--- config.mk ---
export PLATFORM = sky130hd
export DESIGN_NAME = scrs_clock_switch
export DESIGN_NICKNAME = d
export VERILOG_FILES = /design/src/scrs_pkg.sv /design/src/scrs_osc_tune.sv /design/src/scrs_clock_switch.sv
export SDC_FILE = /design/constraint.sdc
export NUM_CORES = 1
export LEC_CHECK = 0
export ABC_AREA = 1
export BUFFER_PORTS_ARGS = -buffer_cell sky130_fd_sc_hd__buf_2
export CAP_MARGIN = 20
export CORE_MARGIN = 3
export CORE_UTILIZATION = 40
export CTS_CLUSTER_SIZE = 16
export DETAILED_ROUTE_END_ITERATION = 7
export HOLD_SLACK_MARGIN = 0.1
export PLACE_DENSITY = 0.81
export SYNTH_ARGS = -nofsm -noshare
export SYNTH_HDL_FRONTEND = slang
export SYNTH_SLANG_ARGS = --single-unit
--- constraint.sdc ---
create_clock -name pclk -period 1.5 [get_ports pclk]
set_input_delay 0.225 -clock pclk [delete_from_list [all_inputs] [get_ports pclk]]
set_output_delay 0.225 -clock pclk [all_outputs]
set_load 0.03 [all_outputs]
--- src/scrs_pkg.sv ---
// shared constants for the secondary clock run switch
package scrs_pkg;

    // apb register map, byte addresses
    localparam logic [7:0] OSC_CONTROL_OFF       = 8'h00;
    localparam logic [7:0] TIMER_ONE_CONTROL_OFF = 8'h04;
    localparam logic [7:0] OSC_TUNING_OFF        = 8'h08;
    localparam logic [7:0] SWITCH_STATUS_OFF     = 8'h0c;

    // osc_control fields
    localparam int CLOCK_SELECT_LSB   = 0;  // two-bit clock_select_field
    localparam int PRI_READY_BIT      = 3;  // primary_clock_ready_flag, ro
    localparam int IDLE_ENABLE_BIT    = 7;  // idle_on_sleep_enable
    // timer_one_control fields
    localparam int SEC_OSC_ENABLE_BIT = 3;  // secondary_osc_enable
    localparam int SEC_ACTIVE_BIT     = 6;  // secondary_clock_active_flag, ro

    // clock_select_field code that requests secondary run
    localparam logic [1:0] SELECT_SECONDARY = 2'h1;
    localparam logic [1:0] SELECT_RESET     = 2'h0;

    // system clock source steering code
    localparam logic [1:0] SRC_NONE      = 2'h0;
    localparam logic [1:0] SRC_PRIMARY   = 2'h1;
    localparam logic [1:0] SRC_SECONDARY = 2'h2;

    // tuning: signed trim, centre of the fast oscillator frequency code
    localparam int         TUNE_WIDTH      = 5;
    localparam logic [4:0] TUNE_RESET      = 5'h00;
    localparam logic [7:0] FAST_FREQ_CENTRE = 8'h80;
    localparam logic [7:0] SLOW_FREQ_CODE   = 8'h80;

    // one-hot switch sequencer states
    typedef enum logic [5:0] {
        ST_PRIMARY_RUN_MODE   = 6'h01,  // running on the primary clock
        ST_SEC_WAIT  = 6'h02,  // clocks held until secondary osc runs
        ST_SEC_BREAK = 6'h04,  // gap before making the secondary clock
        ST_SECONDARY_RUN_MODE   = 6'h08,  // running on the secondary clock
        ST_PRI_START = 6'h10,  // primary starting, secondary still clocks
        ST_PRI_BREAK = 6'h20   // gap before making the primary clock
    } scrs_state_type;

endpackage

--- src/scrs_osc_tune.sv ---
`timescale 1ns/1ps
`default_nettype none
// internal oscillator trim register and frequency codes
module scrs_osc_tune #(
    parameter int WIDTH = scrs_pkg::TUNE_WIDTH
) (
    input  wire logic             pclk,
    input  wire logic             presetn,
    input  wire logic             tune_wr,
    input  wire logic [WIDTH-1:0] tune_wdata,
    output logic      [WIDTH-1:0] tune_q,
    output logic      [7:0]       fast_freq_q,
    output logic      [7:0]       slow_freq_q
);
    import scrs_pkg::*;

    logic [WIDTH-1:0] tune_d;       // next trim value
    logic [7:0]       fast_freq_d;  // centre plus signed trim

    // only the fast oscillator trim moves; the slow rc has no input here
    assign tune_d      = tune_wr ? tune_wdata : tune_q;
    // signed trim, so a larger value always means a higher frequency
    assign fast_freq_d = FAST_FREQ_CENTRE
                       + 8'(signed'(tune_d));

    // trim storage and derived codes
    always_ff @(posedge pclk or negedge presetn) begin
        if (!presetn) begin
            tune_q      <= WIDTH'(TUNE_RESET);
            fast_freq_q <= FAST_FREQ_CENTRE;
            slow_freq_q <= SLOW_FREQ_CODE;
        end else begin
            tune_q      <= tune_d;
            fast_freq_q <= fast_freq_d;
            slow_freq_q <= SLOW_FREQ_CODE;
        end
    end
endmodule
`default_nettype wire

--- src/scrs_clock_switch.sv ---
// Decided for this implementation: the APB interface to the registers and the address map.
`timescale 1ns/1ps
`default_nettype none
// Overview of operation
// - writing select 01 enters secondary run
// - entry stops primary, sets active, clears ready
// - secondary osc disabled: select stored, clock kept
// - enabled but not running: hold clocks
// - return: secondary clocks while primary starts
// - primary ready: switch back, update both flags
// - return keeps idle, select; secondary keeps running
// - tuning changes fast osc only, not slow
// - larger tuning value means higher frequency
module scrs_clock_switch (
    input  wire logic        pclk,
    input  wire logic        presetn,
    input  wire logic        psel,
    input  wire logic        penable,
    input  wire logic        pwrite,
    input  wire logic [7:0]  paddr,
    input  wire logic [31:0] pwdata,
    input  wire logic        pri_osc_ready,   // primary osc stable
    input  wire logic        sec_osc_running, // secondary osc oscillating
    output logic             pready,
    output logic      [31:0] prdata,
    output logic             pslverr,
    output logic             pri_osc_enable,
    output logic             sec_osc_enable,
    output logic      [1:0]  sys_clk_src,
    output logic             sys_clk_hold,
    output logic      [4:0]  fast_osc_trim,
    output logic      [7:0]  fast_osc_freq,
    output logic      [7:0]  slow_osc_freq
);
    import scrs_pkg::*;

    // address hit test, shared by the read and write decoders
    function automatic logic addr_hit(input logic [7:0] a,
                                      input logic [7:0] off);
        addr_hit = (a == off);
    endfunction

    // system clock source for each sequencer state
    function automatic logic [1:0] src_of(input scrs_state_type s);
        case (s)
            ST_PRIMARY_RUN_MODE:   src_of = SRC_PRIMARY;
            ST_SECONDARY_RUN_MODE,
            ST_PRI_START: src_of = SRC_SECONDARY;
            default:      src_of = SRC_NONE;  // waits and break gaps
        endcase
    endfunction

    scrs_state_type state_q, state_d;      // switch sequencer
    logic [1:0]  select_q,  select_d;      // clock_select_field
    logic        idle_q,    idle_d;        // idle_on_sleep_enable
    logic        sec_en_q,  sec_en_d;      // secondary_osc_enable
    logic        sec_act_q, sec_act_d;     // secondary_clock_active_flag
    logic        pri_rdy_q, pri_rdy_d;     // primary_clock_ready_flag
    logic        pri_en_d;                 // primary osc enable next
    logic [1:0]  src_d;                    // clock source next
    logic [31:0] rdata_d;                  // read mux
    logic        setup, access, wr_en;     // apb phases
    logic        hit_ctl, hit_t1, hit_tune, hit_stat, hit_any;
    logic        wr_ctl, wr_t1, wr_tune;   // register write strobes
    logic        req_sec, req_pri;         // sequencer triggers
    logic [1:0]  wr_select;                // select value being written

    // apb phases; the slave is zero wait, so each access takes one cycle
    assign setup    = psel && !penable;
    assign access   = psel && penable && pready;
    assign wr_en    = access && pwrite;
    assign hit_ctl  = addr_hit(paddr, OSC_CONTROL_OFF);
    assign hit_t1   = addr_hit(paddr, TIMER_ONE_CONTROL_OFF);
    assign hit_tune = addr_hit(paddr, OSC_TUNING_OFF);
    assign hit_stat = addr_hit(paddr, SWITCH_STATUS_OFF);
    assign hit_any  = hit_ctl || hit_t1 || hit_tune || hit_stat;
    assign wr_ctl   = wr_en && hit_ctl;
    assign wr_t1    = wr_en && hit_t1;
    assign wr_tune  = wr_en && hit_tune;
    assign wr_select = pwdata[CLOCK_SELECT_LSB +: 2];

    // software-held fields; hardware never rewrites them on a return
    assign select_d = wr_ctl ? wr_select : select_q;
    assign idle_d   = wr_ctl ? pwdata[IDLE_ENABLE_BIT] : idle_q;
    assign sec_en_d = wr_t1 ? pwdata[SEC_OSC_ENABLE_BIT] : sec_en_q;

    // entry is judged at the write itself; a later enable does not enter
    assign req_sec = wr_ctl && (wr_select == SELECT_SECONDARY)
                  && sec_en_q;
    assign req_pri = wr_ctl && (wr_select != SELECT_SECONDARY);

    // sequencer next state
    always_comb begin
        state_d = state_q;
        case (state_q)
            ST_PRIMARY_RUN_MODE: begin
                // disabled secondary osc: write stored, clock unchanged
                if (req_sec) begin
                    state_d = sec_osc_running ? ST_SEC_BREAK
                                              : ST_SEC_WAIT;
                end
            end
            ST_SEC_WAIT: begin
                // clocks are already stopped, so the jump to secondary run needs no extra gap; an abort still passes ST_PRI_BREAK
                if (!sec_en_q || req_pri) begin
                    state_d = ST_PRI_BREAK;
                end else if (sec_osc_running) begin
                    state_d = ST_SECONDARY_RUN_MODE;
                end
            end
            ST_SEC_BREAK: state_d = ST_SECONDARY_RUN_MODE;
            ST_SECONDARY_RUN_MODE: begin
                if (req_pri) begin
                    state_d = ST_PRI_START;
                end
            end
            ST_PRI_START: begin
                // secondary keeps clocking until the primary is stable
                if (pri_osc_ready) begin
                    state_d = ST_PRI_BREAK;
                end
            end
            ST_PRI_BREAK: state_d = ST_PRIMARY_RUN_MODE;
            default: state_d = ST_PRIMARY_RUN_MODE;
        endcase
    end

    // outputs follow the next state so they line up with state_q
    assign src_d     = src_of(state_d);
    assign pri_en_d  = (state_d != ST_SECONDARY_RUN_MODE);
    assign sec_act_d = (state_d == ST_SECONDARY_RUN_MODE)
                    || (state_d == ST_PRI_START)
                    // an aborted wait never ran on the secondary clock
                    || (state_d == ST_PRI_BREAK && sec_act_q);
    // ready drops on secondary entry and comes back when the return ends
    assign pri_rdy_d = (state_q == ST_PRI_BREAK && state_d == ST_PRIMARY_RUN_MODE)
                    || ((state_d == ST_PRIMARY_RUN_MODE || state_d == ST_SEC_WAIT
                         || state_d == ST_SEC_BREAK)
                        && (pri_rdy_q || pri_osc_ready));

    // read data, captured in the setup phase; unmapped reads as zero
    always_comb begin
        rdata_d = 32'h0000_0000;
        if (hit_ctl) begin
            rdata_d[CLOCK_SELECT_LSB +: 2] = select_q;
            rdata_d[PRI_READY_BIT]         = pri_rdy_q;
            rdata_d[IDLE_ENABLE_BIT]       = idle_q;
        end else if (hit_t1) begin
            rdata_d[SEC_OSC_ENABLE_BIT]    = sec_en_q;
            rdata_d[SEC_ACTIVE_BIT]        = sec_act_q;
        end else if (hit_tune) begin
            rdata_d[TUNE_WIDTH-1:0]        = fast_osc_trim;
        end else if (hit_stat) begin
            rdata_d[5:0]                   = state_q;
        end
    end

    // bus answer registers
    always_ff @(posedge pclk or negedge presetn) begin
        if (!presetn) begin
            pready  <= 1'b0;
            prdata  <= 32'h0000_0000;
            pslverr <= 1'b0;
        end else begin
            pready  <= 1'b1;  // zero wait after the first cycle
            if (setup) begin
                prdata  <= rdata_d;
                pslverr <= !hit_any;
            end
        end
    end

    // control fields and flags
    always_ff @(posedge pclk or negedge presetn) begin
        if (!presetn) begin
            select_q  <= SELECT_RESET;
            idle_q    <= 1'b0;
            sec_en_q  <= 1'b0;
            sec_act_q <= 1'b0;
            pri_rdy_q <= 1'b0;
        end else begin
            select_q  <= select_d;
            idle_q    <= idle_d;
            sec_en_q  <= sec_en_d;
            sec_act_q <= sec_act_d;
            pri_rdy_q <= pri_rdy_d;
        end
    end

    // sequencer and clock steering outputs
    always_ff @(posedge pclk or negedge presetn) begin
        if (!presetn) begin
            state_q        <= ST_PRIMARY_RUN_MODE;
            sys_clk_src    <= SRC_PRIMARY;
            sys_clk_hold   <= 1'b0;
            pri_osc_enable <= 1'b1;
            sec_osc_enable <= 1'b0;
        end else begin
            state_q        <= state_d;
            sys_clk_src    <= src_d;
            sys_clk_hold   <= (state_d == ST_SEC_WAIT);
            pri_osc_enable <= pri_en_d;
            sec_osc_enable <= sec_en_d;  // never dropped by a return
        end
    end

    // internal oscillator trim
    scrs_osc_tune #(
        .WIDTH (TUNE_WIDTH)
    ) u_tune (
        .pclk        (pclk),
        .presetn     (presetn),
        .tune_wr     (wr_tune),
        .tune_wdata  (pwdata[TUNE_WIDTH-1:0]),
        .tune_q      (fast_osc_trim),
        .fast_freq_q (fast_osc_freq),
        .slow_freq_q (slow_osc_freq)
    );
endmodule
`default_nettype wire

==> reports/results.tsv, run 1 <==
stage	metric	value	unit
floorplanning	die_h	73.3	um
yosys	synthCells	219	
sta	min_period	1.36	ns
flow_run	cap_violations	0	
layout	layout-drive-gt1-share	30.7	%
placement	routabilityCongestion	0.881	
route	firstDrtPassIters	4	
yosys	yosysSeqAreaShare	44.4	%
route	vias	1479	
yosys	synthTopCellsByCount	43 x nand2_1, 39 x buf_4, 28 x dfrtp_1, 24 x inv_1, 20 x nand3_1	
placement	dp_hpwl	2900	um
yosys	avgSynthCellArea	8.28	um2
layout	n_fill_cell	397	
floorplanning	io_pins	107	
layout	nets	320	
route	drc_errors	0	
grt	grt_pass1_vias	1350	
pwr	clkPwrFrac	37.1	%
floorplanning	start_util	43.5	%
setup_path	worstPathRequired	1.73	ns
clocking	insertion_delay	0.28	ns
pwr	p_sw_share	28.9	%
yosys	async_reset_ff_share	100	%
clocking	clock-sinks	32	
pwr	p_leak	1.22	nW
placement	io_buffers	48	
sta	max_freq	0.734	GHz
setup_path	critPathArrivalTime	1.59	ns
clocking	h-tree-depth	2	
grt	grt_pass1_wl	6000	um
grt	grt_antenna_before_repair	0	
yosys	yosys.area.top_type_share	38.6	%
sta	drv_slew	0	
pwr	vdd_drop_max	0.000371	V
layout	syn_to_final_growth	16.7	%
layout	postLayoutCoreUtil	50.7	%
clocking	cts_made_buffers	5	
sta	setup_viol	0	
layout	antenna_cells	0	
route	via_per_inst	4.56	
clocking	clkTransAtPathRegs	0.07	ns
setup_path	end_kind	flop	
yosys	ys_top_cells_by_area	dfrtp_1 39%, buf_4 16%, nand2_1 8.9%	
floorplanning	dieArea	5380	um2
floorplanning	die_w	73.3	um
layout	fin_area	2120	um2
clocking	cts_tree	yes	
pwr	p_int	1.30	mW
grt	grt_max_degree	33	
sta	skew	0.00536	ns
grt	grt_use_total	14.7	%
floorplanning	rows	23	
pwr	pwr-share-seq	48.4	%
sta	fin_tns_setup	0	ns
layout	multi_input_comb_area	741	um2
yosys	syn_area	1810	um2
worst_hold_path	hp-class	primary input to flop	
setup_path	critPathKind	flop to flop	
yosys	ys_types	26	
route	antenna_left	0	
yosys	synth.largest_area_cell	dfrtp_1	
yosys	synth-edff-count	0	
layout	ff_latch_area	806	um2
yosys	ys.warnings.count	0	
route	wl_per_cell	11.5	um
pwr	switchingPower	528	uW
clocking	clockBufferDepth	2	
yosys	synth.most_common_cell	nand2_1	
floorplanning	core-area	4170	um2
setup_path	start_kind	flop	
pwr	powerDensity	863	nW/um2
route	drt-initial-drc-count	85	
yosys	synth_seq_cells	32	
grt	grt_remaining_overflow	0	
outcome	outcome	finished, final reports clean	
sta	min_period_over_period	90.9	%
clocking	cts_root_buffer	clkbuf_8	
setup_path	cp_max_fo	4	
yosys	synth-main-ff-cell	dfrtp_1	
sta	hold_viol_final	0	
placement	place_area	1990	um2
pwr	combPwrFrac	14.5	%
route	wl	3730	um
## stage by stage
step / setup slack (ns) / instances / total power, mW / hold WS, ns
detailed placement: 0.0757 / 313 / 1.16 / 0.194
floorplan: 0.127 / 250 / 1.14 / -0.0706
global route: -0.00101 / 324 / 1.92 / 0.164
finish: 0.137 / 324 / 1.83 / 0.170
CTS: 0.0343 / 323 / 1.86 / 0.161
global placement: 0.0974 / 313 / 1.16 / 0.192
## power groups by stage
| stage | Clock, mW | Combinational (mW) | Sequential [mW] |
|---|---|---|---|
| floorplan | 0 | 0.217 | 0.926 |
| global placement | 0 | 0.257 | 0.900 |
| detailed placement | 0 | 0.260 | 0.900 |
| CTS | 0.707 | 0.265 | 0.885 |
| global route | 0.752 | 0.286 | 0.885 |
| finish | 0.678 | 0.264 | 0.885 |
## logic make-up after synthesis
| kind of cell | count (synthesis) | synth area share, % |
|---|---|---|
| multiplexers | 2 | 1.45 |
| other | 2 | 0.414 |
| flip-flops | 32 | 44.4 |
| buffers and inverters | 65 | 21.6 |
| AND/OR/NAND/NOR | 95 | 25.1 |
| AO/OA/AOI/OAI | 23 | 7.03 |
## layer usage
layer / global-route usage (%) / share of wire (%) / up-vias
met3: 5.20 / 8.9 / 9
met5: 0 / 0 / -
li1: - / - / 733
met2: 24.0 / 47 / 61
met1: 17.4 / 42 / 676
met4: 6.24 / 2.2 / 0
## path summary, 6_finish.rpt
path                            start                    end  slack, ns  cells after the start
max                        state_q[5]              pri_rdy_q       0.14                      7
min                         pwdata[2]       u_tune.tune_q[2]       0.17                      2
max reg2reg                state_q[5]              pri_rdy_q       0.14                      7
min reg2reg                 prdata[6]              prdata[6]       0.47                      2
max in group asynchronous     presetn  u_tune.fast_freq_q[7]       0.84                      3
min in group asynchronous     presetn                pslverr       0.42                      3
## sequential cells by signal, summed over array words and instances, names as in the netlist, 2 cells and up
signal              cells
prdata                  8
state_q                 6
u_tune.fast_freq_q      3
u_tune.tune_q           3
select_q                2
sys_clk_src             2
## cells in the final DEF (no fill, tap or decap), drive strengths merged
cell type    count
nor2            23
mux2             2
clkbuf           6
a31oi            3
dfrtp           28
dfstp            4
a31o             1
or2              1
a21oi            4
o21ai           14
clkinv           2
nand3           23
nand2           43
o22ai            1
buf             55
nor3             1
dlygate4sd3      2
nand4            4
inv             24
conb            33
## what timing repair did
action | 4_1_cts | 5_1_grt
endpoints found under the setup margin | 0 | 3
resized for setup | 0 | 3
buffers inserted | 0 | 1
endpoints found under the hold margin | 29 | 0
hold buffers | 2 | 0
## area by class of cell
class                           count  share of cell area (%)
Inverter                           24                    4.26
Clock inverter                      2                   0.473
Timing Repair Buffer               57                    15.4
Clock buffer                        6                    3.90
Multi-Input combinational cell    153                    35.0
Tap cell                           50                    2.96
Sequential cell                    32                    38.1
## worst max-delay path, cell delays in order (launching register included)
cell and delay [ns]:
dfrtp_1 0.41, nor2_2 0.19, nand4_1 0.19, nor2_1 0.14, nand3_1 0.12, nand3_1 0.13, nand2_1 0.07, nand2_1 0.06
Power figures use the tool's default switching activity.
==> inputs of run 2 (changes only) <==
- CELL_PAD_IN_SITES_DETAIL_PLACEMENT: unset -> 1
- CELL_PAD_IN_SITES_GLOBAL_PLACEMENT: unset -> 1
- CORE_UTILIZATION: 40 -> 31
- PLACE_DENSITY: 0.81 -> 0.87
- SKIP_LAST_GASP: unset -> 1
- SYNTH_HIERARCHICAL: unset -> 1
==> reports/results.tsv, run 2 <==
stage	metric	value	unit
grt	grt_use_total	14.0	%
clocking	clock-sinks	32	
sta	hold_viol_final	0	
worst_hold_path	hp-class	primary input to flop	
floorplanning	die_h	85.2	um
yosys	ys.warnings.count	6	
setup_path	critPathArrivalTime	1.60	ns
yosys	synthTopCellsByCount	52 x nand2_1, 39 x buf_4, 28 x dfrtp_1, 25 x inv_1, 11 x nand3_1	
layout	nets	331	
outcome	outcome	finished, final reports clean	
yosys	syn_area	1940	um2
placement	place_area	2140	um2
sta	skew	0.00684	ns
layout	syn_to_final_growth	15.3	%
clocking	cts_root_buffer	clkbuf_8	
layout	antenna_cells	0	
clocking	cts_setup_buffers	0	
clocking	h-tree-depth	2	
placement	placed_cells	351	
floorplanning	io_pins	107	
yosys	yosys.area.top_type_share	36.0	%
layout	multi_input_comb_area	850	um2
yosys	ys_types	30	
setup_path	max_stage_delay	0.44	ns
pwr	vdd_drop_max	0.000317	V
sta	hold_slack	0.138	ns
setup_path	path_common_cell	nand2_2	
floorplanning	core-area	5990	um2
grt	grt_remaining_overflow	0	
route	drt-initial-drc-count	55	
floorplanning	start_util	32.5	%
clocking	cts_made_buffers	5	
layout	regMostFlops	prdata	
placement	routabilityCongestion	0.827	
yosys	async_reset_ff_share	100	%
sta	setup_viol	0	
setup_path	crit_family	simple AND/OR/NAND/NOR gates	
flow_run	cap_violations	0	
setup_path	critPathKind	flop to flop	
pwr	p_leak	1.29	nW
yosys	synth_seq_cells	32	
floorplanning	die_w	85.2	um
setup_path	r2r_setup_slack	0.13	ns
worst_hold_path	min_to	u_tune/fast_freq_q[2]	
sta	min_period_over_period	91.3	%
sta	fin_tns_setup	0	ns
layout	ff_latch_area	806	um2
setup_path	slowest_stage	dfrtp_1	
yosys	synth-main-ff-cell	dfrtp_1	
layout	largest_reg_flops	8	
floorplanning	dieArea	7260	um2
layout	mostFrequentLayoutCell	nand2_1	
clocking	insertion_delay	0.29	ns
layout	mostFrequentLayoutCells	52 x nand2_1, 48 x buf_2, 33 x conb_1, 28 x dfrtp_1, 25 x inv_1	
setup_path	crit_cells	9	
worst_hold_path	whs_path_depth	3	
setup_path	critPathBufInv	1	
setup_path	reg2reg_from	state_q[1]	
route	antenna_left	0	
grt	grt_antenna_before_repair	0	
yosys	synthCells	233	
layout	postLayoutCoreUtil	37.4	%
setup_path	cp_max_fo	4	
layout	fin_area	2240	um2
layout	layout-drive-gt1-share	35.4	%
sta	max_freq	0.730	GHz
route	wl	4810	um
route	wl_per_cell	13.4	um
setup_path	ff2ff_path_depth	9	
placement	io_buffers	48	
setup_path	worstPathRequired	1.73	ns
grt	grt_max_degree	33	
route	firstDrtPassIters	4	
yosys	synth-edff-count	0	
route	drc_errors	0	
floorplanning	rows	28	
layout	layoutNonFillerInstCount	360	
placement	pre_cts_ws	0.0975	ns
setup_path	crit_chain	nor2_4, inv_2, nor3_2, nand2_2, nor2_4, nand2_2, o21ai_2, nand2_2, nand2_1	
pwr	powerDensity	826	nW/um2
setup_path	end_kind	flop	
worst_hold_path	hp-start	pwdata[2]	
sta	setup_ws	0.130	ns
pwr	p_total	1.85	mW
route	via_per_inst	4.41	
sta	drv_slew	0	
layout	n_fill_cell	748	
sta	min_period	1.37	ns
placement	dp_hpwl	3950	um
clocking	clkTransAtPathRegs	0.07	ns
yosys	avgSynthCellArea	8.34	um2
setup_path	start_kind	flop	
grt	grt_pass1_wl	7930	um
yosys	ys_top_cells_by_area	dfrtp_1 36%, buf_4 15%, nand2_1 10%	
route	vias	1588	
yosys	synth.largest_area_cell	dfrtp_1	
clocking	clockBufferDepth	2	
setup_path	worstReg2RegEnd	sec_act_q	
clocking	cts_tree	yes	
yosys	synth.most_common_cell	nand2_1	
grt	grt_pass1_vias	1634	
layout	reg_top3	prdata (8), state_q (6), u_tune/fast_freq_q (5)	
yosys	yosysSeqAreaShare	41.4	%
==> run 2: cell types whose count changed in the layout (fill, tap and decap cells not counted), sizes merged, moves of 2 or more <==
cell / delta
nand3: -9
inv: +5
nand4: +3
nand2: +18
a31oi: -2
nor2: -4
nor3: +2
==> run 2: routing by layer <==
layer  track usage [%]  vias up  part of all wire [%]
met3              4.17       10                   5.7
met4              5.04        0                   2.5
met2              23.6       50                    51
met5                 0        -                     0
li1                  -      762                     -
met1              16.8      766                    41
==> run 2: layout make-up <==
cell class	instances	area share, %
multi-input cells	161	37.9
flip-flops and latches	32	36.0
repair buffers	55	13.2
inverters	29	4.86
well taps	75	4.19
clock buffers	5	3.07
clock inverters	3	0.838
==> run 2: timing repair <==
action	CTS	global route
setup endpoints to repair	0	2
endpoints found under the hold margin	28	0
resized for setup	0	2
hold buffers	1	0
==> run 2: tightest hold or removal path, stage by stage <==
cell and delay (ns):
buf_2 0.07, nand2_1 0.04, nand2_1 0.05
==> run 2: cells by family (layout without fill, tap and decap cells) <==
kind of cell | after synthesis | count (layout) | share of synthesized area [%]
simple gates | 106 | 106 | 30.2
buf+inv | 69 | 92 | 20.8
flops | 32 | 32 | 41.4
compound gates | 21 | 21 | 6.18
other cells | 4 | 33 | 0.772
mux | 1 | 1 | 0.579
==> run 2: worst max-delay path by stage <==
stage,slack (ns),end,from
2_1_floorplan,0.10,flop,pready
3_3_place_gp,0.14,pri_rdy_q,paddr[1]
3_5_place_dp,0.1,pri_rdy_q,paddr[7]
4_1_cts,0.09,pri_rdy_q,state_q[3]
5_1_grt,-0.006,sec_act_q,state_q[1]
6_report,0.13,sec_act_q,state_q[1]
==> run 2: where the power goes <==
part | switching, mW | internal [mW] | leakage [nW]
registers | 0.0109 | 0.887 | 0.411
logic | 0.239 | 0.0634 | 0.833
clock network | 0.327 | 0.323 | 0.0479
